**src/pkg/bcca_pkg.sv**
```systemverilog
// Shared encodings, field positions and reset values of the bus cycle controller
package bcca_pkg;

  // ****************************************************************
  // Field widths
  // ****************************************************************
  localparam int SIZE_W = 2;
  localparam int TT_W = 2;
  localparam int MOD_W = 2;

  // ****************************************************************
  // Transfer size encoding
  // ****************************************************************
  localparam logic [SIZE_W-1:0] SIZE_LONG = 2'h0;
  localparam logic [SIZE_W-1:0] SIZE_BYTE = 2'h1;
  localparam logic [SIZE_W-1:0] SIZE_WORD = 2'h2;
  localparam logic [SIZE_W-1:0] SIZE_LINE = 2'h3;

  // ****************************************************************
  // Transfer type encoding
  // ****************************************************************
  localparam logic [TT_W-1:0] TT_NORMAL = 2'h0;
  localparam logic [TT_W-1:0] TT_DMA = 2'h1;
  localparam logic [TT_W-1:0] TT_DEBUG = 2'h2;
  localparam logic [TT_W-1:0] TT_CPU = 2'h3;

  // ****************************************************************
  // Internal modifier fields and access modifier values
  // ****************************************************************
  // Normal and debug: bit 1 supervisor, bit 0 code fetch
  localparam int MOD_SUPER_BIT = 1;
  localparam int MOD_CODE_BIT = 0;
  // CPU space: bit 0 set for interrupt acknowledge, clear for control move
  localparam int MOD_IACK_BIT = 0;
  localparam logic ATM_DMA_DURING = 1'b1;
  localparam logic ATM_DMA_AFTER = 1'b0;
  localparam logic ATM_CPU_AFTER = 1'b0;

  // ****************************************************************
  // Reset values of active-low pins
  // ****************************************************************
  localparam logic PIN_NEGATED_N = 1'b1;

  // ****************************************************************
  // Controller states
  // ****************************************************************
  typedef enum logic [2:0] {
    ST_IDLE,
    ST_START,
    ST_WAIT,
    ST_ALT,
    ST_ALT_ACK
  } bcca_state_e;

endpackage

```
**src/design/bcca_core.sv**
```systemverilog
// Bus cycle control, termination, arbitration and reset pin handling
// What this block does
// - Direction high for read, low for write
// - Size field encodes transfer size, monitored
// - Drive transfer type, ignore for alternates
// - Normal accesses: modifier from supervisor and code
// - Other types: fixed or debug-like modifier values
// - Start strobe low exactly one clock
// - Watch alternate master start strobes
// - Sync acknowledge ends cycles, not own DRAM
// - Drive acknowledge for alternate cycles we serve
// - Synchronise async acknowledge, falling-edge data
// - Error acknowledge aborts, beats other acknowledges
// - Late error honoured; no effect on DRAM
// - Request until access starts, then negate
// - Take bus on grant, release unless locked
// - Bus-driven on grant with pending or lock
// - Grant lost unlocked: finish, release, tristate
// - Grant lost idle locked: keep bus-driven
// - Reset pin tristates bus, negates request, driven
// - Reset with high-impedance select: master reset
// - Reset without it: refresh keeps running
`timescale 1ns/100ps
`default_nettype none
module bcca_core #(
  parameter int AW = 32,
  parameter int DW = 32,
  parameter int WSW = 4
) (
  input wire logic clk_sys,
  input wire logic reset_n,
  input wire logic req_valid,
  input wire logic req_read,
  input wire logic [bcca_pkg::SIZE_W-1:0] req_size,
  input wire logic [bcca_pkg::TT_W-1:0] req_type,
  input wire logic [bcca_pkg::MOD_W-1:0] req_mod,
  input wire logic req_dram,
  input wire logic [AW-1:0] req_addr,
  input wire logic [DW-1:0] req_wdata,
  input wire logic dram_done,
  input wire logic bus_lock,
  output logic req_accept,
  output logic xfer_done,
  output logic xfer_error,
  output logic [DW-1:0] xfer_rdata,
  output logic [AW-1:0] addr_o,
  output logic addr_oe,
  input wire logic [DW-1:0] data_i,
  output logic [DW-1:0] data_o,
  output logic data_oe,
  input wire logic rw_i,
  output logic rw_o,
  output logic rw_oe,
  input wire logic [bcca_pkg::SIZE_W-1:0] size_i,
  output logic [bcca_pkg::SIZE_W-1:0] size_o,
  output logic size_oe,
  output logic [bcca_pkg::TT_W-1:0] transfer_type_field_o,
  output logic transfer_type_field_oe,
  output logic access_modifier_o,
  output logic access_modifier_oe,
  input wire logic cycle_start_strobe_n_i,
  output logic cycle_start_strobe_n_o,
  output logic cycle_start_strobe_oe,
  input wire logic sync_slave_ack_n_i,
  output logic sync_slave_ack_n_o,
  output logic sync_slave_ack_oe,
  input wire logic async_slave_ack_n,
  input wire logic error_slave_ack_n,
  output logic bus_request_out_n,
  input wire logic bus_grant_in_n,
  output logic bus_owned_out_n,
  input wire logic alt_cs_hit,
  input wire logic alt_dram_hit,
  input wire logic alt_master_auto_ack,
  input wire logic [WSW-1:0] alt_wait_states,
  input wire logic alt_dram_done,
  output logic alt_cycle_start,
  output logic alt_read,
  output logic [bcca_pkg::SIZE_W-1:0] alt_size,
  input wire logic reset_input_pin_n,
  input wire logic high_impedance_select_n,
  output logic reset_exception,
  output logic in_reset,
  output logic master_reset_mode,
  output logic refresh_reset
);
  import bcca_pkg::*;

  // ****************************************************************
  // State
  // ****************************************************************
  typedef struct packed {
    bcca_state_e st;
    logic br_n;
    logic own_n;
    logic ts_n;
    logic drv;
    logic [AW-1:0] addr;
    logic [DW-1:0] wdata;
    logic data_oe;
    logic rw;
    logic [SIZE_W-1:0] size;
    logic [TT_W-1:0] tt;
    logic access_modifier;
    logic atm_after;
    logic dram;
    logic accept;
    logic done;
    logic err;
    logic [DW-1:0] rdata;
    logic alt_start;
    logic alt_read;
    logic [SIZE_W-1:0] alt_size;
    logic alt_dram;
    logic [WSW-1:0] alt_cnt;
    logic ta_n;
    logic ta_oe;
    logic rst_exc;
    logic in_rst;
    logic master_rst;
    logic refresh_rst;
  } bcca_core_s;

  localparam bcca_core_s CORE_RST = '{st: ST_IDLE, br_n: PIN_NEGATED_N, own_n: PIN_NEGATED_N,
    ts_n: PIN_NEGATED_N, ta_n: PIN_NEGATED_N, default: '0};

  bcca_core_s state_r;
  bcca_core_s state_nxt;
  logic granted;
  logic ata_seen;
  logic [DW-1:0] ata_data;
  logic ata_arm;

  // grant and acknowledges used as sampled at the rising edge
  assign granted = ~bus_grant_in_n;
  // Armed only while our own non-DRAM cycle waits, so stale captures clear
  assign ata_arm = (state_r.st == ST_WAIT) && !state_r.dram;

  // async acknowledge through a two-stage synchroniser
  bcca_ack_sync #(
    .DW(DW)
  ) u_ack_sync (
    .clk_sys(clk_sys),
    .reset_n(reset_n),
    .async_slave_ack_n(async_slave_ack_n),
    .arm(ata_arm),
    .data_i(data_i),
    .ack_seen(ata_seen),
    .data_held(ata_data)
  );

  // ****************************************************************
  // Next state
  // ****************************************************************
  always_comb begin
    state_nxt = state_r;
    state_nxt.accept = 1'b0;
    state_nxt.done = 1'b0;
    state_nxt.err = 1'b0;
    state_nxt.alt_start = 1'b0;
    state_nxt.rst_exc = 1'b0;
    if (!reset_input_pin_n) begin
      state_nxt.st = ST_IDLE;
      state_nxt.br_n = PIN_NEGATED_N;
      state_nxt.own_n = PIN_NEGATED_N;
      state_nxt.ts_n = PIN_NEGATED_N;
      state_nxt.drv = 1'b0;
      state_nxt.data_oe = 1'b0;
      state_nxt.ta_n = PIN_NEGATED_N;
      state_nxt.ta_oe = 1'b0;
      state_nxt.rst_exc = ~state_r.in_rst;
      state_nxt.in_rst = 1'b1;
      state_nxt.master_rst = ~high_impedance_select_n;
      state_nxt.refresh_rst = ~high_impedance_select_n;
    end else begin
      state_nxt.in_rst = 1'b0;
      state_nxt.master_rst = 1'b0;
      state_nxt.refresh_rst = 1'b0;
      case (state_r.st)
        ST_IDLE: begin
          if (granted && req_valid) begin
            // take the bus on the edge after grant
            state_nxt.st = ST_START;
            state_nxt.own_n = 1'b0;
            state_nxt.drv = 1'b1;
            // strobe for the first clock only
            state_nxt.ts_n = 1'b0;
            state_nxt.accept = 1'b1;
            // negate request as the access begins
            state_nxt.br_n = PIN_NEGATED_N;
            state_nxt.addr = req_addr;
            state_nxt.wdata = req_wdata;
            // high for read, low for write
            state_nxt.rw = req_read;
            // write data held until the acknowledge capture
            state_nxt.data_oe = ~req_read;
            state_nxt.size = req_size;
            state_nxt.tt = req_type;
            state_nxt.dram = req_dram;
            case (req_type)
              TT_NORMAL: begin
                // code bit during, supervisor bit after
                state_nxt.access_modifier = req_mod[MOD_CODE_BIT];
                state_nxt.atm_after = req_mod[MOD_SUPER_BIT];
              end
              TT_DEBUG: begin
                state_nxt.access_modifier = req_mod[MOD_CODE_BIT];
                state_nxt.atm_after = 1'b1;
              end
              TT_DMA: begin
                state_nxt.access_modifier = ATM_DMA_DURING;
                state_nxt.atm_after = ATM_DMA_AFTER;
              end
              default: begin
                // interrupt acknowledge high, control move low
                state_nxt.access_modifier = req_mod[MOD_IACK_BIT];
                state_nxt.atm_after = ATM_CPU_AFTER;
              end
            endcase
          end else if (!state_r.own_n) begin
            // idle and unlocked: release on grant loss
            // idle and locked: keep the bus
            if (!granted && !bus_lock) begin
              state_nxt.own_n = PIN_NEGATED_N;
              state_nxt.drv = 1'b0;
            end
          end else if (granted && bus_lock) begin
            state_nxt.own_n = 1'b0;
            state_nxt.drv = 1'b1;
          end else if (!granted && !cycle_start_strobe_n_i) begin
            // type and modifier not looked at here
            state_nxt.alt_start = 1'b1;
            state_nxt.alt_read = rw_i;
            state_nxt.alt_size = size_i;
            state_nxt.alt_dram = alt_dram_hit;
            state_nxt.alt_cnt = alt_wait_states;
            if (alt_dram_hit || (alt_cs_hit && alt_master_auto_ack)) begin
              state_nxt.st = ST_ALT;
            end
          end
          // new request while grant is negated
          if (req_valid && !granted) begin
            state_nxt.br_n = 1'b0;
          end
        end
        ST_START: begin
          state_nxt.st = ST_WAIT;
          state_nxt.ts_n = PIN_NEGATED_N;
          state_nxt.access_modifier = state_r.atm_after;
        end
        ST_WAIT: begin
          if (req_valid && !granted) begin
            state_nxt.br_n = 1'b0;
          end
          if (state_r.dram) begin
            // own DRAM cycles ignore the slave acknowledge
            if (dram_done) begin
              state_nxt.done = 1'b1;
              state_nxt.st = ST_IDLE;
            end
          end else if (!error_slave_ack_n) begin
            // still seen after an early async acknowledge
            state_nxt.err = 1'b1;
            state_nxt.st = ST_IDLE;
          end else if (!sync_slave_ack_n_i) begin
            state_nxt.done = 1'b1;
            state_nxt.rdata = data_i;
            state_nxt.st = ST_IDLE;
          end else if (ata_seen) begin
            // data came from the falling-edge capture
            state_nxt.done = 1'b1;
            state_nxt.rdata = ata_data;
            state_nxt.st = ST_IDLE;
          end
          if (state_nxt.st == ST_IDLE) begin
            state_nxt.data_oe = 1'b0;
            // release after the transfer on grant loss unless locked
            if (!granted && !bus_lock) begin
              state_nxt.own_n = PIN_NEGATED_N;
              state_nxt.drv = 1'b0;
            end
          end
        end
        ST_ALT: begin
          // DRAM acknowledges at completion, others after wait states
          if (state_r.alt_dram ? alt_dram_done : (state_r.alt_cnt == '0)) begin
            state_nxt.ta_n = 1'b0;
            state_nxt.ta_oe = 1'b1;
            state_nxt.st = ST_ALT_ACK;
          end else if (!state_r.alt_dram) begin
            state_nxt.alt_cnt = state_r.alt_cnt - 1'b1;
          end
        end
        ST_ALT_ACK: begin
          state_nxt.ta_n = PIN_NEGATED_N;
          state_nxt.ta_oe = 1'b0;
          state_nxt.st = ST_IDLE;
        end
        default: begin
          state_nxt = CORE_RST;
        end
      endcase
    end
  end

  always_ff @(posedge clk_sys or negedge reset_n) begin
    if (!reset_n) begin
      state_r <= CORE_RST;
    end else begin
      state_r <= state_nxt;
    end
  end

  // ****************************************************************
  // Outputs
  // ****************************************************************
  assign req_accept = state_r.accept;
  assign xfer_done = state_r.done;
  assign xfer_error = state_r.err;
  assign xfer_rdata = state_r.rdata;
  assign addr_o = state_r.addr;
  assign addr_oe = state_r.drv;
  assign data_o = state_r.wdata;
  assign data_oe = state_r.data_oe;
  assign rw_o = state_r.rw;
  assign rw_oe = state_r.drv;
  assign size_o = state_r.size;
  assign size_oe = state_r.drv;
  assign transfer_type_field_o = state_r.tt;
  assign transfer_type_field_oe = state_r.drv;
  assign access_modifier_o = state_r.access_modifier;
  assign access_modifier_oe = state_r.drv;
  assign cycle_start_strobe_n_o = state_r.ts_n;
  assign cycle_start_strobe_oe = state_r.drv;
  assign sync_slave_ack_n_o = state_r.ta_n;
  assign sync_slave_ack_oe = state_r.ta_oe;
  assign bus_request_out_n = state_r.br_n;
  assign bus_owned_out_n = state_r.own_n;
  assign alt_cycle_start = state_r.alt_start;
  assign alt_read = state_r.alt_read;
  assign alt_size = state_r.alt_size;
  assign reset_exception = state_r.rst_exc;
  assign in_reset = state_r.in_rst;
  assign master_reset_mode = state_r.master_rst;
  assign refresh_reset = state_r.refresh_rst;
endmodule
`default_nettype wire

```
**src/design/bcca_ack_sync.sv**
```systemverilog
// Synchroniser and falling-edge data capture for the asynchronous acknowledge
`timescale 1ns/100ps
`default_nettype none
module bcca_ack_sync #(
  parameter int DW = 32
) (
  input wire logic clk_sys,
  input wire logic reset_n,
  input wire logic async_slave_ack_n,
  input wire logic arm,
  input wire logic [DW-1:0] data_i,
  output logic ack_seen,
  output logic [DW-1:0] data_held
);
  import bcca_pkg::*;

  typedef struct packed {
    logic s1;
    logic s2;
    logic s3;
  } bcca_sync_s;

  bcca_sync_s sync_r;
  bcca_sync_s sync_nxt;
  logic seen_r;
  logic [DW-1:0] held_r;

  // ****************************************************************
  // Two-stage synchroniser plus edge stage
  // ****************************************************************
  always_comb begin
    sync_nxt = sync_r;
    sync_nxt.s1 = ~async_slave_ack_n;
    sync_nxt.s2 = sync_r.s1;
    sync_nxt.s3 = sync_r.s2;
  end

  always_ff @(posedge clk_sys or negedge reset_n) begin
    if (!reset_n) begin
      sync_r <= '0;
    end else begin
      sync_r <= sync_nxt;
    end
  end

  // ****************************************************************
  // Falling-edge capture
  // ****************************************************************
  // latch on falling edge
  // slave holds data past this edge
  // Only the rising edge of the synced level arms a capture, so a slave
  // that holds the acknowledge long cannot end the following cycle too
  always_ff @(negedge clk_sys or negedge reset_n) begin
    if (!reset_n) begin
      seen_r <= 1'b0;
      held_r <= '0;
    end else if (!arm) begin
      seen_r <= 1'b0;
    end else if (sync_r.s2 && !sync_r.s3 && !seen_r) begin
      seen_r <= 1'b1;
      held_r <= data_i;
    end
  end

  assign ack_seen = seen_r;
  assign data_held = held_r;

endmodule
`default_nettype wire

```
**config.mk**
```make
export PLATFORM = sky130hd
export DESIGN_NAME = bcca_core
export DESIGN_NICKNAME = d
export VERILOG_FILES = /design/src/pkg/bcca_pkg.sv /design/src/design/bcca_core.sv /design/src/design/bcca_ack_sync.sv
export SDC_FILE = /design/constraint.sdc
export NUM_CORES = 1
export LEC_CHECK = 0
export ABC_AREA = 1
export BUFFER_PORTS_ARGS = -buffer_cell sky130_fd_sc_hd__buf_4
export CORE_ASPECT_RATIO = 0.5
export CORE_MARGIN = 4
export CORE_UTILIZATION = 55
export CTS_CLUSTER_SIZE = 24
export DETAILED_ROUTE_END_ITERATION = 10
export PLACE_DENSITY = 0.85
export SLEW_MARGIN = 10
export SYNTH_ARGS = -nofsm -noshare
export SYNTH_HDL_FRONTEND = slang
export SYNTH_SLANG_ARGS = --single-unit
```
**constraint.sdc**
```tcl
create_clock -name clk_sys -period 2.9 [get_ports clk_sys]
set_input_delay 0.58 -clock clk_sys [delete_from_list [all_inputs] [get_ports clk_sys]]
set_output_delay 0.58 -clock clk_sys [all_outputs]
set_load 0.1 [all_outputs]
```
; ---- Word-level counts from Yosys, hierarchy flattened
; Cells that the tools add are included.
[word_totals]
ff_bits = 166
inputBits = 127
out_inout_bits = 125
word_cells = 181
[op_classes]
add_sub_neg = 1
eq_ne = 31
muxes = 68
n_bitwise = 9
n_reduce_logical = 38
[op_table]
columns = cell, n
row1 = 64-bit case mux with 2 select lines, 1
row2 = 32-bit two-way mux, 3
row3 = 74-bit two-way mux, 1
row4 = 34-bit case mux with 2 select lines, 1
row5 = 44-bit two-way mux, 1
row6 = 3-bit two-way mux, 13
row7 = 9-bit two-way mux, 4
row8 = 33-bit two-way mux, 1
row9 = 1-bit two-way mux, 26
row10 = "2-bit != test, second input constant", 13
row11 = "4-bit != test, second input constant", 5
row12 = 5-bit case mux with 2 select lines, 2
row13 = 3-bit AND reduction, 6
row14 = "3-bit by 2-bit != test with 1-bit output, second input constant", 4
row15 = 2-bit case mux with 3 select lines, 2
row16 = 3-bit case mux with 4 select lines, 1
row17 = 4-bit case mux with 3 select lines, 1
row18 = 3-bit OR reduction, 4
row19 = 5-bit AND reduction, 2
row20 = 1-bit logical AND, 9
row21 = 1-bit NOT, 9
row22 = 1-bit case mux with 3 select lines, 3
row23 = 4-bit two-way mux, 2
row24 = 8-bit AND reduction, 1
row25 = other kinds (22), 32

; ---- Depth between registers and ports, before layout
; Gate-level depths: netlist (run 1).
[depth]
depth_word = 10
depth_mapped = 10
depth_no_buf = 9

; ---- Hierarchy
; Synthesis (run 1) repeated with hierarchy kept, for this count alone.
[hier_totals]
hier_cells = 950
area_unflattened_um2 = 8301.7
[by_module_without_submodules]
columns = mod, instances, cells_per_inst, area_each_um2, seq_area_each_um2
row1 = bcca_core, 1, 801, 6869.1, 3233.1
row2 = bcca_ack_sync, 1, 149, 1432.6, 900.9

==> results of run 1 <==
==> cells in the mapped netlist (3+ instances only) <==
master | count | area, um^2
a21oi_1 | 8 | 40.0
inv_1 | 65 | 244
o21ai_0 | 66 | 330
buf_4 | 115 | 863
nand2_2 | 3 | 18.8
clkbuf_1 | 5 | 18.8
nor2_1 | 26 | 97.6
buf_6 | 4 | 45.0
buf_2 | 18 | 90.1
nor3_1 | 5 | 25.0
nand2_1 | 422 | 1580
dfrtn_1 | 33 | 826
o21ai_1 | 42 | 210
dfrtp_1 | 128 | 3200
dfstp_2 | 4 | 105
nand3_1 | 21 | 105
buf_1 | 3 | 11.3
==> worst min path at each step <==
stage	start	endpoint	slack, ns	cells past startpoint
final	reset_n	addr_o[18]	0.12	1
after global routing	reset_n	alt_cycle_start	0.16	1
after CTS	reset_n	alt_cycle_start	0.14	1
after detailed placement	u_ack_sync.sync_nxt[1]	u_ack_sync.sync_nxt[0]	0.36	0
after global placement	u_ack_sync.sync_nxt[1]	u_ack_sync.sync_nxt[0]	0.35	0
after floorplan	reset_n	access_modifier_o	0.28	0
==> logic make-up after synthesis <==
logic type | Yosys count | share of synthesized area
AO/OA/AOI/OAI | 121 | 0.0774
buffers and inverters | 215 | 0.162
XOR/XNOR | 1 | 0.00109
adder cells (fa/ha/maj) | 2 | 0.00313
AND/OR/NAND/NOR | 486 | 0.240
flip-flops | 165 | 0.516
==> metal layers <==
layer | wire length, um | part of all wire | vias up
li1 | - | - | 3235
met1 | 7510 | 0.41 | 3020
met2 | 9380 | 0.51 | 212
met3 | 1270 | 0.069 | 23
met4 | 257 | 0.014 | 0
met5 | 0 | 0 | -
==> per-stage QoR <==
step / hold WS, ns / utilization / std cells
floorplan: 0.284 / - / 990
global placement: 0.347 / 0.670 / 1302
detailed placement: 0.361 / 0.670 / 1302
CTS: 0.141 / 0.711 / 1334
global route: 0.163 / 0.714 / 1336
finish: 0.120 / 0.714 / 1336
==> area by class of cell <==
type | instances | area share
Inverter | 68 | 0.0263
Multi-Input combinational cell | 610 | 0.261
Clock buffer | 19 | 0.0437
Sequential cell | 165 | 0.417
Clock inverter | 13 | 0.0140
Tap cell | 192 | 0.0242
Timing Repair Buffer | 269 | 0.214
==> critical path, cell delays in order, from the launching register on <==
cell and delay, ns:
dfrtp_1 0.39, inv_2 0.11, nand3_4 0.11, nor2_4 0.15, nand4_4 0.13, buf_12 0.20, nand2_1 0.08, o21ai_2 0.05
==> registers in the layout, indices dropped and copies added, names as in the netlist, 2 cells and up <==
signal                 count
data_o                    32
addr_o                    32
u_ack_sync.data_held      32
u_ack_sync.sync_nxt        2
xfer_rdata                32
state_r                   10
size_o                     2
alt_size                   2
transfer_type_field_o      2
==> what timing repair did <==
item                                    CTS  global route
endpoints found under the setup margin    0             3
resized for setup                         0             2
hold buffers                              0             0
setup buffers                             0             1
==> PnR_summary.wiki, run 1 <==
{| class="wikitable"
! Metric !! Value
|-
| Filler cells || about 1100
|-
| Clock sink count || about 170
|-
| Placement row count || 30
|-
| Length in cells of the worst reg-to-reg path || 7
|-
| DR DRC count || 0
|-
| Proportion of synthesized flip-flops having asynchronous set or reset || 1.00
|-
| Initial DRT Pass Iterations || 7
|-
| Critical Path Start Type || register
|-
| Clock root cell || clkbuf_16
|-
| Worst Setup Slack, final || 0.0710 ns
|-
| Floorplan die area || roughly 0.017 mm^2
|-
| Count of port buffers added during placement || approximately 250
|-
| Violation count after the first detailed-route iteration || ~470
|-
| Top library cells by usage in the layout, fill and taps aside || 421 x nand2_1, 261 x buf_4, 128 x dfrtp_1, 66 x o21ai_0, 65 x inv_1
|-
| Path type of the worst min-delay path || in2async
|-
| Mapped Area || ~0.0080 mm^2
|-
| Number of routed nets with antenna violations || 0
|-
| GR Overflow Total || 0
|-
| Routability cong. || 0.898
|-
| Number of antenna violations at the first check in global routing || 0
|-
| Data arrival time of the critical path || roughly 1.6 ns
|-
| Data required time at the worst endpoint || approximately 1.7 ns
|-
| TritonCTS clock tree || yes
|-
| Die outline width || around 180 um
|-
| Net count reported at finish || around 1300
|-
| Result of the run || finished clean
|-
| Count of flip-flops with a built-in enable after synthesis || 0
|-
| Multi-input combinational cell area || 0.00259 mm^2
|-
| Number of placed I/O pins || around 250
|-
| Worst slack after detailed placement || 0.101 ns
|-
| Cells after synthesis || 990
|-
| Maximum root-to-sink buffer count || 2
|-
| Dominant register cell in the synthesized netlist || dfrtp_1
|-
| Maximum Capacitance Violations || 0
|-
| Number of buffers inserted during clock tree synthesis || 17
|-
| Met1 track utilization from global routing || 0.273
|-
| H-tree depth || 4
|-
| Slew headroom || 0.595
|-
| Yosys reg bits || 165
|-
| Storage element area || 0.00413 mm^2
|-
| Largest net degree at the start of global routing || 60
|-
| Initial cell density of the core || 0.576
|-
| Met2 GRT Util || 0.390
|-
| Die H || slightly above 90 um
|-
| Setup total negative slack || 0 ns
|-
| Fraction of the yosys area taken by sequential cells || 0.516
|-
| Global routing's busiest layer || met2
|-
| Vias per inst || between 4 and 5
|-
| Most common cell after layout, fill and taps aside || nand2_1
|-
| Reg2reg setup slack || 0.07 ns
|-
| Drt total wl || ~18 mm
|-
| Capturing element type of the critical path || register
|-
| Total vias in the final route || ~6500
|-
| Total half-perimeter wirelength after legalization and detailed placement || roughly 13 mm
|-
| Area of all placed cells without fillers || ~0.01 mm^2
|-
| Pin slew with the least headroom to its limit || 0.607 ns
|-
| Total GRT Usage || 0.221
|-
| Post-CTS clock slew at the launch and capture registers of the worst setup and hold paths || 0.07 ns
|-
| Destination of the worst register-to-register timing path || u_ack_sync.data_held[20]
|-
| End of the critical path || u_ack_sync.data_held[20]
|-
| Unrepaired setup endpoints after global routing || true
|-
| Launch point of the worst reg-to-reg path || state_r[127]
|-
| Number of global-route vias before repair || 6237
|-
| Later-pin clock latency in the skew report || 0.42 ns
|-
| ANT cells || 0
|-
| Met3 Usage GRT || 0.0493
|-
| Total of endpoints with negative setup slack in the final report || 0
|-
| Ys Warns || 0
|-
| First-pass GRT wire length || roughly 30 mm
|-
| Crit path from || state_r[127]
|-
| Worst Clk Skew || ~0.032 ns
|-
| Area added between synthesis and finish || 23.8%
|-
| Floorplan core area || ~0.014 mm^2
|-
| WL per Instance || 13.8 um
|-
| Share of cells above drive strength 1 || 0.280
|-
| Max Slew Vio Count || 0
|-
| Setup CP Type || reg2reg
|-
| Post-Syn Nets || 1119
|-
| Final hold violation count || 0
|-
| Maximum fanout encountered on the critical timing path || 32
|-
| Syn_area_per_cell || approximately 8.1 um^2
|-
| Post-synth cell types || 32
|-
| Instance area after placement || between 0.009 and 0.01 mm^2
|}
Power of run 1 is not shown: default switching activity piles up to over one toggle a cycle in this logic, so the estimate is an artifact.
==> run 2, diff against run 1 <==
--- a/config.mk
+++ b/config.mk
@@ -16,4 +16,5 @@
 export SLEW_MARGIN = 10
 export SYNTH_ARGS = -nofsm -noshare
 export SYNTH_HDL_FRONTEND = slang
+export SYNTH_HIERARCHICAL = 1
 export SYNTH_SLANG_ARGS = --single-unit
==> run 2 against run 1 <==
- the flow now finishes with violations (setup timing)
- first-iteration DRC count rose by 8.0%
- final cell count fell by 2.8%
- synthesized area rose by 3.7%
- setup slack got worse by 0.12 ns
- clock skew rose by 0.0029 ns
- wire length rose by 9.8%
- largest cell class unchanged
==> PnR_summary.wiki, run 2 <==
{| class="wikitable"
! Metric !! Value
|-
| Path type of the worst min-delay path || in2async (unchanged)
|-
| Cells after synthesis || 950 (was 990)
|-
| Initial DRT Pass Iterations || 5 (was 7)
|-
| Net count reported at finish || 1216 (was 1260)
|-
| Violation count after the first detailed-route iteration || 512 (was 474)
|-
| H-tree depth || 4 (unchanged)
|-
| DR DRC count || 0 (unchanged)
|-
| # hold bufs at CTS || 0 (unchanged)
|-
| Pin slew with the least headroom to its limit || 0.686 ns (was 0.607 ns)
|-
| Worst slack after detailed placement || -0.119 ns (was 0.101 ns)
|-
| Dominant register cell in the synthesized netlist || dfrtp_1 (unchanged)
|-
| Result of the run || finished with violations (was finished clean)
|-
| Area of all placed cells without fillers || 0.0102 mm^2 (was 0.00991 mm^2)
|-
| Length in cells of the worst reg-to-reg path || 9 (was 7)
|-
| Number of buffers inserted during clock tree synthesis || 17 (unchanged)
|-
| Post-synth cell types || 35 (was 32)
|-
| Total GRT Usage || 0.231 (was 0.221)
|-
| Syn_area_per_cell || 8.74 um^2 (was 8.08 um^2)
|-
| Post-Syn Nets || 1079 (was 1119)
|-
| Worst Setup Slack, final || -0.0505 ns (was 0.0710 ns)
|-
| First-pass GRT wire length || 32.4 mm (was 29.8 mm)
|-
| Total half-perimeter wirelength after legalization and detailed placement || 13.7 mm (was 13.4 mm)
|-
| TritonCTS clock tree || yes (unchanged)
|-
| Top library cells by usage in the layout, fill and taps aside || 322 x nand2_1, 263 x buf_4, 127 x dfrtp_1, 89 x o21ai_0, 50 x nand3_1 (was 421 x nand2_1, 261 x buf_4, 128 x dfrtp_1, 66 x o21ai_0, 65 x inv_1)
|-
| Initial cell density of the core || 0.568 (was 0.576)
|-
| Area added between synthesis and finish || 22.5% (was 23.8%)
|-
| Post-CTS clock slew at the launch and capture registers of the worst setup and hold paths || 0.08 ns (was 0.07 ns)
|-
| Total vias in the final route || 6679 (was 6490)
|-
| Worst Clk Skew || 0.0345 ns (was 0.0315 ns)
|-
| Count of flip-flops with a built-in enable after synthesis || 0 (unchanged)
|-
| Capturing element type of the critical path || register (unchanged)
|-
| Total of endpoints with negative setup slack in the final report || 28 (was 0)
|-
| Floorplan die area || 0.0172 mm^2 (was 0.0167 mm^2)
|-
| Final hold violation count || 0 (unchanged)
|-
| Placement row count || 31 (was 30)
|-
| Synth top area share || 0.386 (was 0.400)
|-
| Unrepaired setup endpoints after global routing || true (unchanged)
|-
| Floorplan core area || 0.0146 mm^2 (was 0.0139 mm^2)
|-
| WL per Instance || 15.6 um (was 13.8 um)
|-
| Mapped Area || 0.00830 mm^2 (was 0.00800 mm^2)
|-
| Max Slew Vio Count || 0 (unchanged)
|-
| Clock root cell || clkbuf_16 (unchanged)
|-
| Fraction of the yosys area taken by sequential cells || 0.498 (was 0.516)
|-
| Cells taking the most area after synthesis || dfrtp_1 39%, nand2_1 15%, buf_4 10% (was dfrtp_1 40%, nand2_1 20%, buf_4 11%)
|-
| Proportion of synthesized flip-flops having asynchronous set or reset || 1.00 (unchanged)
|-
| Share of cells above drive strength 1 || 0.345 (was 0.280)
|-
| Number of routed nets with antenna violations || 0 (unchanged)
|-
| Maximum root-to-sink buffer count || 2 (unchanged)
|-
| Filler cells || 1177 (was 1119)
|-
| Number of global-route vias before repair || 6511 (was 6237)
|-
| Maximum Capacitance Violations || 0 (unchanged)
|-
| Count of port buffers added during placement || 251 (unchanged)
|-
| Drt total wl || 20.2 mm (was 18.4 mm)
|-
| Violated checks || setup timing
|-
| GR Overflow Total || 0 (unchanged)
|-
| Die H || 94.9 um (was 93.3 um)
|-
| Data arrival time of the critical path || 1.74 ns (was 1.62 ns)
|-
| ANT cells || 0 (unchanged)
|-
| Area leader, netlist || dfrtp_1 (unchanged)
|-
| Number of antenna violations at the first check in global routing || 0 (unchanged)
|-
| Ys Warns || 6 (was 0)
|-
| Vias per inst || 5.15 (was 4.86)
|-
| Most frequent cells after synthesis || 333 x nand2_1, 128 x dfrtp_1, 111 x buf_4 (was 422 x nand2_1, 128 x dfrtp_1, 115 x buf_4)
|-
| Routability cong. || 0.831 (was 0.898)
|-
| Yosys reg bits || 165 (unchanged)
|-
| Number of placed I/O pins || 252 (unchanged)
|-
| Data required time at the worst endpoint || 1.69 ns (about the same)
|-
| Critical Path Start Type || register (unchanged)
|-
| Most common cell after layout, fill and taps aside || nand2_1 (unchanged)
|-
| Later-pin clock latency in the skew report || 0.41 ns (was 0.42 ns)
|-
| Clock sink count || 165 (unchanged)
|-
| Slew headroom || 0.543 (was 0.595)
|-
| Maximum fanout encountered on the critical timing path || 16 (was 32)
|-
| Instance area after placement || 0.00946 mm^2 (was 0.00930 mm^2)
|-
| Die outline width || 182 um (was 179 um)
|-
| Count leader, synth || nand2_1 (unchanged)
|-
| Setup CP Type || reg2reg (unchanged)
|-
| Largest net degree at the start of global routing || 113 (was 60)
|}
-- run 2: cell count changes in the layout (fill, tap and decap cells not counted), sizes merged, moves of 3 or more --
cell    before  now
mux2         0   29
nor3         6    3
nand2      425  342
o211ai       0    3
inv         75   41
clkinv       4    9
o21ai      108  119
nand4        1    4
nand3       22   50
-- run 2: stage by stage --
| step | hold WS, ns | util | cells | TNS (ns) |
|---|---|---|---|---|
| floorplan | 0.284 | - | 950 | -8.44 |
| global placement | 0.334 | 0.647 | 1262 | -1.47 |
| finish | 0.141 | 0.696 | 1298 | -0.563 |
| CTS | 0.143 | 0.694 | 1298 | -0.434 |
| global route | 0.160 | 0.696 | 1298 | -3.52 |
| detailed placement | 0.347 | 0.647 | 1262 | -2.98 |
-- run 2: cell type report --
| cell class | count | area (um^2) | share of cell area |
|---|---|---|---|
| Clock buffer | 18 | 450 | 0.0443 |
| Clock inverter | 14 | 159 | 0.0156 |
| Inverter | 36 | 148 | 0.0145 |
| Multi-Input combinational cell | 598 | 2950 | 0.290 |
| Sequential cell | 165 | 4140 | 0.407 |
| Tap cell | 198 | 248 | 0.0244 |
| Timing Repair Buffer | 269 | 2080 | 0.204 |
-- run 2: layer usage --
metal	vias up	GRT usage	wire [um]
met5	-	0	0
met4	0	0.0549	299
met3	23	0.0643	1590
met2	268	0.389	10100
met1	3177	0.304	8290
li1	3211	-	-
-- run 2: critical path: stages (launching register included) --
cell and delay, ns:
dfrtp_2 0.44, inv_8 0.06, nand2_4 0.05, nor3_4 0.21, inv_4 0.05, nor2_4 0.09
buf_12 0.14, nand2_8 0.11, nand2_1 0.11, nand2_1 0.06
-- run 2: worst paths after layout --
check	start	end	slack [ns]
max in group asynchronous	reset_n	u_ack_sync/data_held[0]	1.01
worst min-delay path	reset_n	xfer_rdata[15]	0.14
worst min register to register	u_ack_sync/sync_nxt[1]	u_ack_sync/sync_nxt[0]	0.36
worst max-delay path	state_r[129]	u_ack_sync/data_held[29]	-0.05
worst max register to register	state_r[129]	u_ack_sync/data_held[29]	-0.05
min in group clk_sys	high_impedance_select_n	master_reset_mode	0.31
-- run 2: what timing repair did --
item	CTS	global route
cloned	2	0
endpoints found under the setup margin	32	45
buffers inserted	2	0
pin swaps	4	0
resized for setup	6	9
hold endpoints to repair	0	0
-- run 2: logic make-up (layout without fill, tap and decap cells) --
logic type                 count (synthesis)  in the layout  share of synthesized area
DFF                                      165            165                      0.498
muxes                                     29             29                     0.0393
xor gates and xnor gates                   1              1                    0.00106
AOI/OAI and AO/OA                        136            136                     0.0885
adders and majority gates                  2              2                    0.00301
and+or+nand+nor                          428            430                      0.215
buffers and inverters                    189            337                      0.155
Power of run 2 is left out for the same reason.
==> run 3, diff against run 2 <==
--- a/config.mk
+++ b/config.mk
@@ -12,6 +12,7 @@
 export CORE_UTILIZATION = 55
 export CTS_CLUSTER_SIZE = 24
 export DETAILED_ROUTE_END_ITERATION = 10
+export GPL_TIMING_DRIVEN = 0
 export PLACE_DENSITY = 0.85
 export SLEW_MARGIN = 10
 export SYNTH_ARGS = -nofsm -noshare
==> run 3 against run 2 <==
- global-route usage is 1.9 points higher
- non-clock buffer count grew 149
- core utilization increased by 7.8 points
- register-to-register slack got worse by 0.11 ns
- critical endpoint is now u_ack_sync/data_held[12]
- the run still ends with setup timing left
- die area unchanged
- count of clock-buffer cells in the layout grew 1
- critical path type unchanged
- via count is 9.3% higher
- sequential share of layout area shrank 4.1 points
==> PnR_summary.wiki, run 3 (same netlist as run 2, synthesis figures left out) <==
{| class="wikitable"
! Metric !! Value
|-
| Result of the run || finished with violations (unchanged)
|-
| Reg2reg setup slack || -0.16 ns (was -0.05 ns)
|-
| Launch point of the worst reg-to-reg path || state_r[129] (unchanged)
|-
| Largest net degree at the start of global routing || 102 (was 113)
|-
| Number of placed I/O pins || 252 (unchanged)
|-
| Path type of the worst min-delay path || in2async (unchanged)
|-
| First-pass GRT wire length || 35.2 mm (was 32.4 mm)
|-
| Total vias in the final route || 7303 (was 6679)
|-
| Data arrival time of the critical path || 1.85 ns (was 1.74 ns)
|-
| Unrepaired setup endpoints after global routing || true (unchanged)
|-
| Clock sink count || 165 (unchanged)
|-
| Count of port buffers added during placement || 250 (was 251)
|-
| Initial cell density of the core || 0.568 (unchanged)
|-
| Length in cells of the worst reg-to-reg path || 10 (was 9)
|-
| Violation count after the first detailed-route iteration || 427 (was 512)
|-
| Final core utilization || 0.773 (was 0.696)
|-
| Routability cong. || 0.871 (was 0.831)
|-
| Cells traversed along the worst timing path || inv_8 -> nand2_4 -> nor3_4 -> buf_6 -> inv_4 -> nor2_4 -> nand2_4 -> clkbuf_16 -> nand2_4 -> nand2_2 (was inv_8 -> nand2_4 -> nor3_4 -> inv_4 -> nor2_4 -> buf_12 -> nand2_8 -> nand2_1 -> nand2_1)
|-
| Net count reported at finish || 1363 (was 1216)
|-
| Setup CP Type || reg2reg (unchanged)
|-
| Number of routed nets with antenna violations || 0 (unchanged)
|-
| Maximum root-to-sink buffer count || 2 (unchanged)
|-
| GR Overflow Total || 0 (unchanged)
|-
| Later-pin clock latency in the skew report || 0.41 ns (about the same)
|-
| Number of antenna violations at the first check in global routing || 0 (unchanged)
|-
| Die H || 94.9 um (unchanged)
|-
| Slew headroom || 0.493 (was 0.543)
|-
| Maximum Capacitance Violations || 0 (unchanged)
|-
| Max Slew Vio Count || 0 (unchanged)
|-
| Maximum fanout encountered on the critical timing path || 8 (was 16)
|-
| Vias per inst || 5.05 (was 5.15)
|-
| Floorplan die area || 0.0172 mm^2 (unchanged)
|-
| Pin slew with the least headroom to its limit || 0.761 ns (was 0.686 ns)
|-
| ANT cells || 0 (unchanged)
|-
| Initial DRT Pass Iterations || 4 (was 5)
|-
| Worst Setup Slack, final || -0.159 ns (was -0.0505 ns)
|-
| Max stage delay on crit path || 0.46 ns (was 0.44 ns)
|-
| Drt total wl || 22.3 mm (was 20.2 mm)
|-
| Violated checks || setup timing (unchanged)
|-
| Post-CTS clock slew at the launch and capture registers of the worst setup and hold paths || 0.07 ns (was 0.08 ns)
|-
| Placement row count || 31 (unchanged)
|-
| Share of cells above drive strength 1 || 0.435 (was 0.345)
|-
| Number of global-route vias before repair || 7351 (was 6511)
|-
| Buf+Inv Stages, Crit Path || 4 (was 3)
|-
| Crit path max-delay cell type || dfrtp_2 (unchanged)
|-
| DR DRC count || 0 (unchanged)
|-
| Setup total negative slack || -4.06 ns (was -0.563 ns)
|-
| Worst Clk Skew || 0.0301 ns (was 0.0345 ns)
|-
| Cell occurring most often along the worst timing path || nand2_4 (was nand2_1)
|-
| H-tree depth || 4 (unchanged)
|-
| Floorplan core area || 0.0146 mm^2 (unchanged)
|-
| Category of cells accounting for the largest share of critical-path delay || simple AND/OR/NAND/NOR gates (unchanged)
|-
| Critical Path Start Type || register (unchanged)
|-
| Number of buffers inserted during clock tree synthesis || 17 (unchanged)
|-
| WL per Instance || 15.4 um (was 15.6 um)
|-
| Most common cell after layout, fill and taps aside || buf_4 (was nand2_1)
|-
| Data required time at the worst endpoint || 1.69 ns (about the same)
|-
| Final hold violation count || 0 (unchanged)
|-
| Capturing element type of the critical path || register (unchanged)
|-
| Area added between synthesis and finish || 36.2% (was 22.5%)
|-
| Top library cells by usage in the layout, fill and taps aside || 372 x buf_4, 306 x nand2_1, 125 x dfrtp_1, 89 x o21ai_0, 50 x nand3_1 (was 322 x nand2_1, 263 x buf_4, 127 x dfrtp_1, 89 x o21ai_0, 50 x nand3_1)
|-
| Clock root cell || clkbuf_16 (unchanged)
|-
| Total of endpoints with negative setup slack in the final report || 33 (was 28)
|-
| Total GRT Usage || 0.250 (was 0.231)
|-
| TritonCTS clock tree || yes (unchanged)
|-
| Destination of the worst register-to-register timing path || u_ack_sync/data_held[12] (was u_ack_sync/data_held[29])
|-
| Die outline width || 182 um (unchanged)
|-
| Total half-perimeter wirelength after legalization and detailed placement || 15.8 mm (was 13.7 mm)
|}
==> run 3: area by class of cell <==
cell class / instances / area [um^2]
well taps: 198 / 248
multi-input cells: 596 / 2980
plain buffers: 152 / 1150
inverters: 36 / 148
clock buffers: 19 / 464
repair buffers: 266 / 2050
fillers: 1001 / 3310
clock inverters: 13 / 124
flip-flops and latches: 165 / 4140
==> run 3: worst reg2reg max path: stages (launching register included) <==
cell and delay [ns]:
dfrtp_2 0.46, inv_8 0.07, nand2_4 0.05, nor3_4 0.14, buf_6 0.13, inv_4 0.03, nor2_4 0.12, nand2_4 0.13
clkbuf_16 0.20, nand2_4 0.06, nand2_2 0.05
==> run 3: layer usage <==
metal | wire [um] | GRT usage | vias to the layer above
li1 | - | - | 3512
met1 | 8930 | 0.316 | 3503
met2 | 11300 | 0.433 | 245
met3 | 1490 | 0.0573 | 43
met4 | 521 | 0.0824 | 0
met5 | 0 | 0 | -
==> run 3: per-stage QoR <==
| stage | hold WS, ns | setup WS (ns) | instances | instance area (um^2) |
|---|---|---|---|---|
| CTS | 0.229 | -0.103 | 1441 | 11200 |
| finish | 0.188 | -0.159 | 1445 | 11300 |
| floorplan | 0.284 | -0.273 | 950 | 8330 |
| global route | 0.256 | -0.194 | 1445 | 11300 |
| detailed placement | 0.343 | -0.571 | 1399 | 10500 |
| global placement | 0.334 | -0.979 | 1398 | 10500 |
==> run 3: worst max-delay path by stage <==
stage	end	from	slack, ns	depth (start not counted)
after floorplan	u_ack_sync/data_held[0]	state_r[129]	-0.27	11
after global placement	u_ack_sync/data_held[11]	reset_n	-0.98	1
after detailed placement	u_ack_sync/data_held[18]	state_r[129]	-0.57	11
after CTS	u_ack_sync/data_held[29]	state_r[129]	-0.10	11
after global routing	u_ack_sync/data_held[1]	state_r[129]	-0.19	10
final	u_ack_sync/data_held[12]	state_r[129]	-0.16	10
==> run 3: what timing repair did <==
item                                    4_1_cts  5_1_grt
endpoints found under the hold margin         0        0
pin swaps                                     2        1
endpoints found under the setup margin       46       47
gates resized for setup                       7       33
setup buffers                                 9        4
hold buffers                                  0        0
gates cloned                                  1        1
Power of run 3 is left out for the same reason.
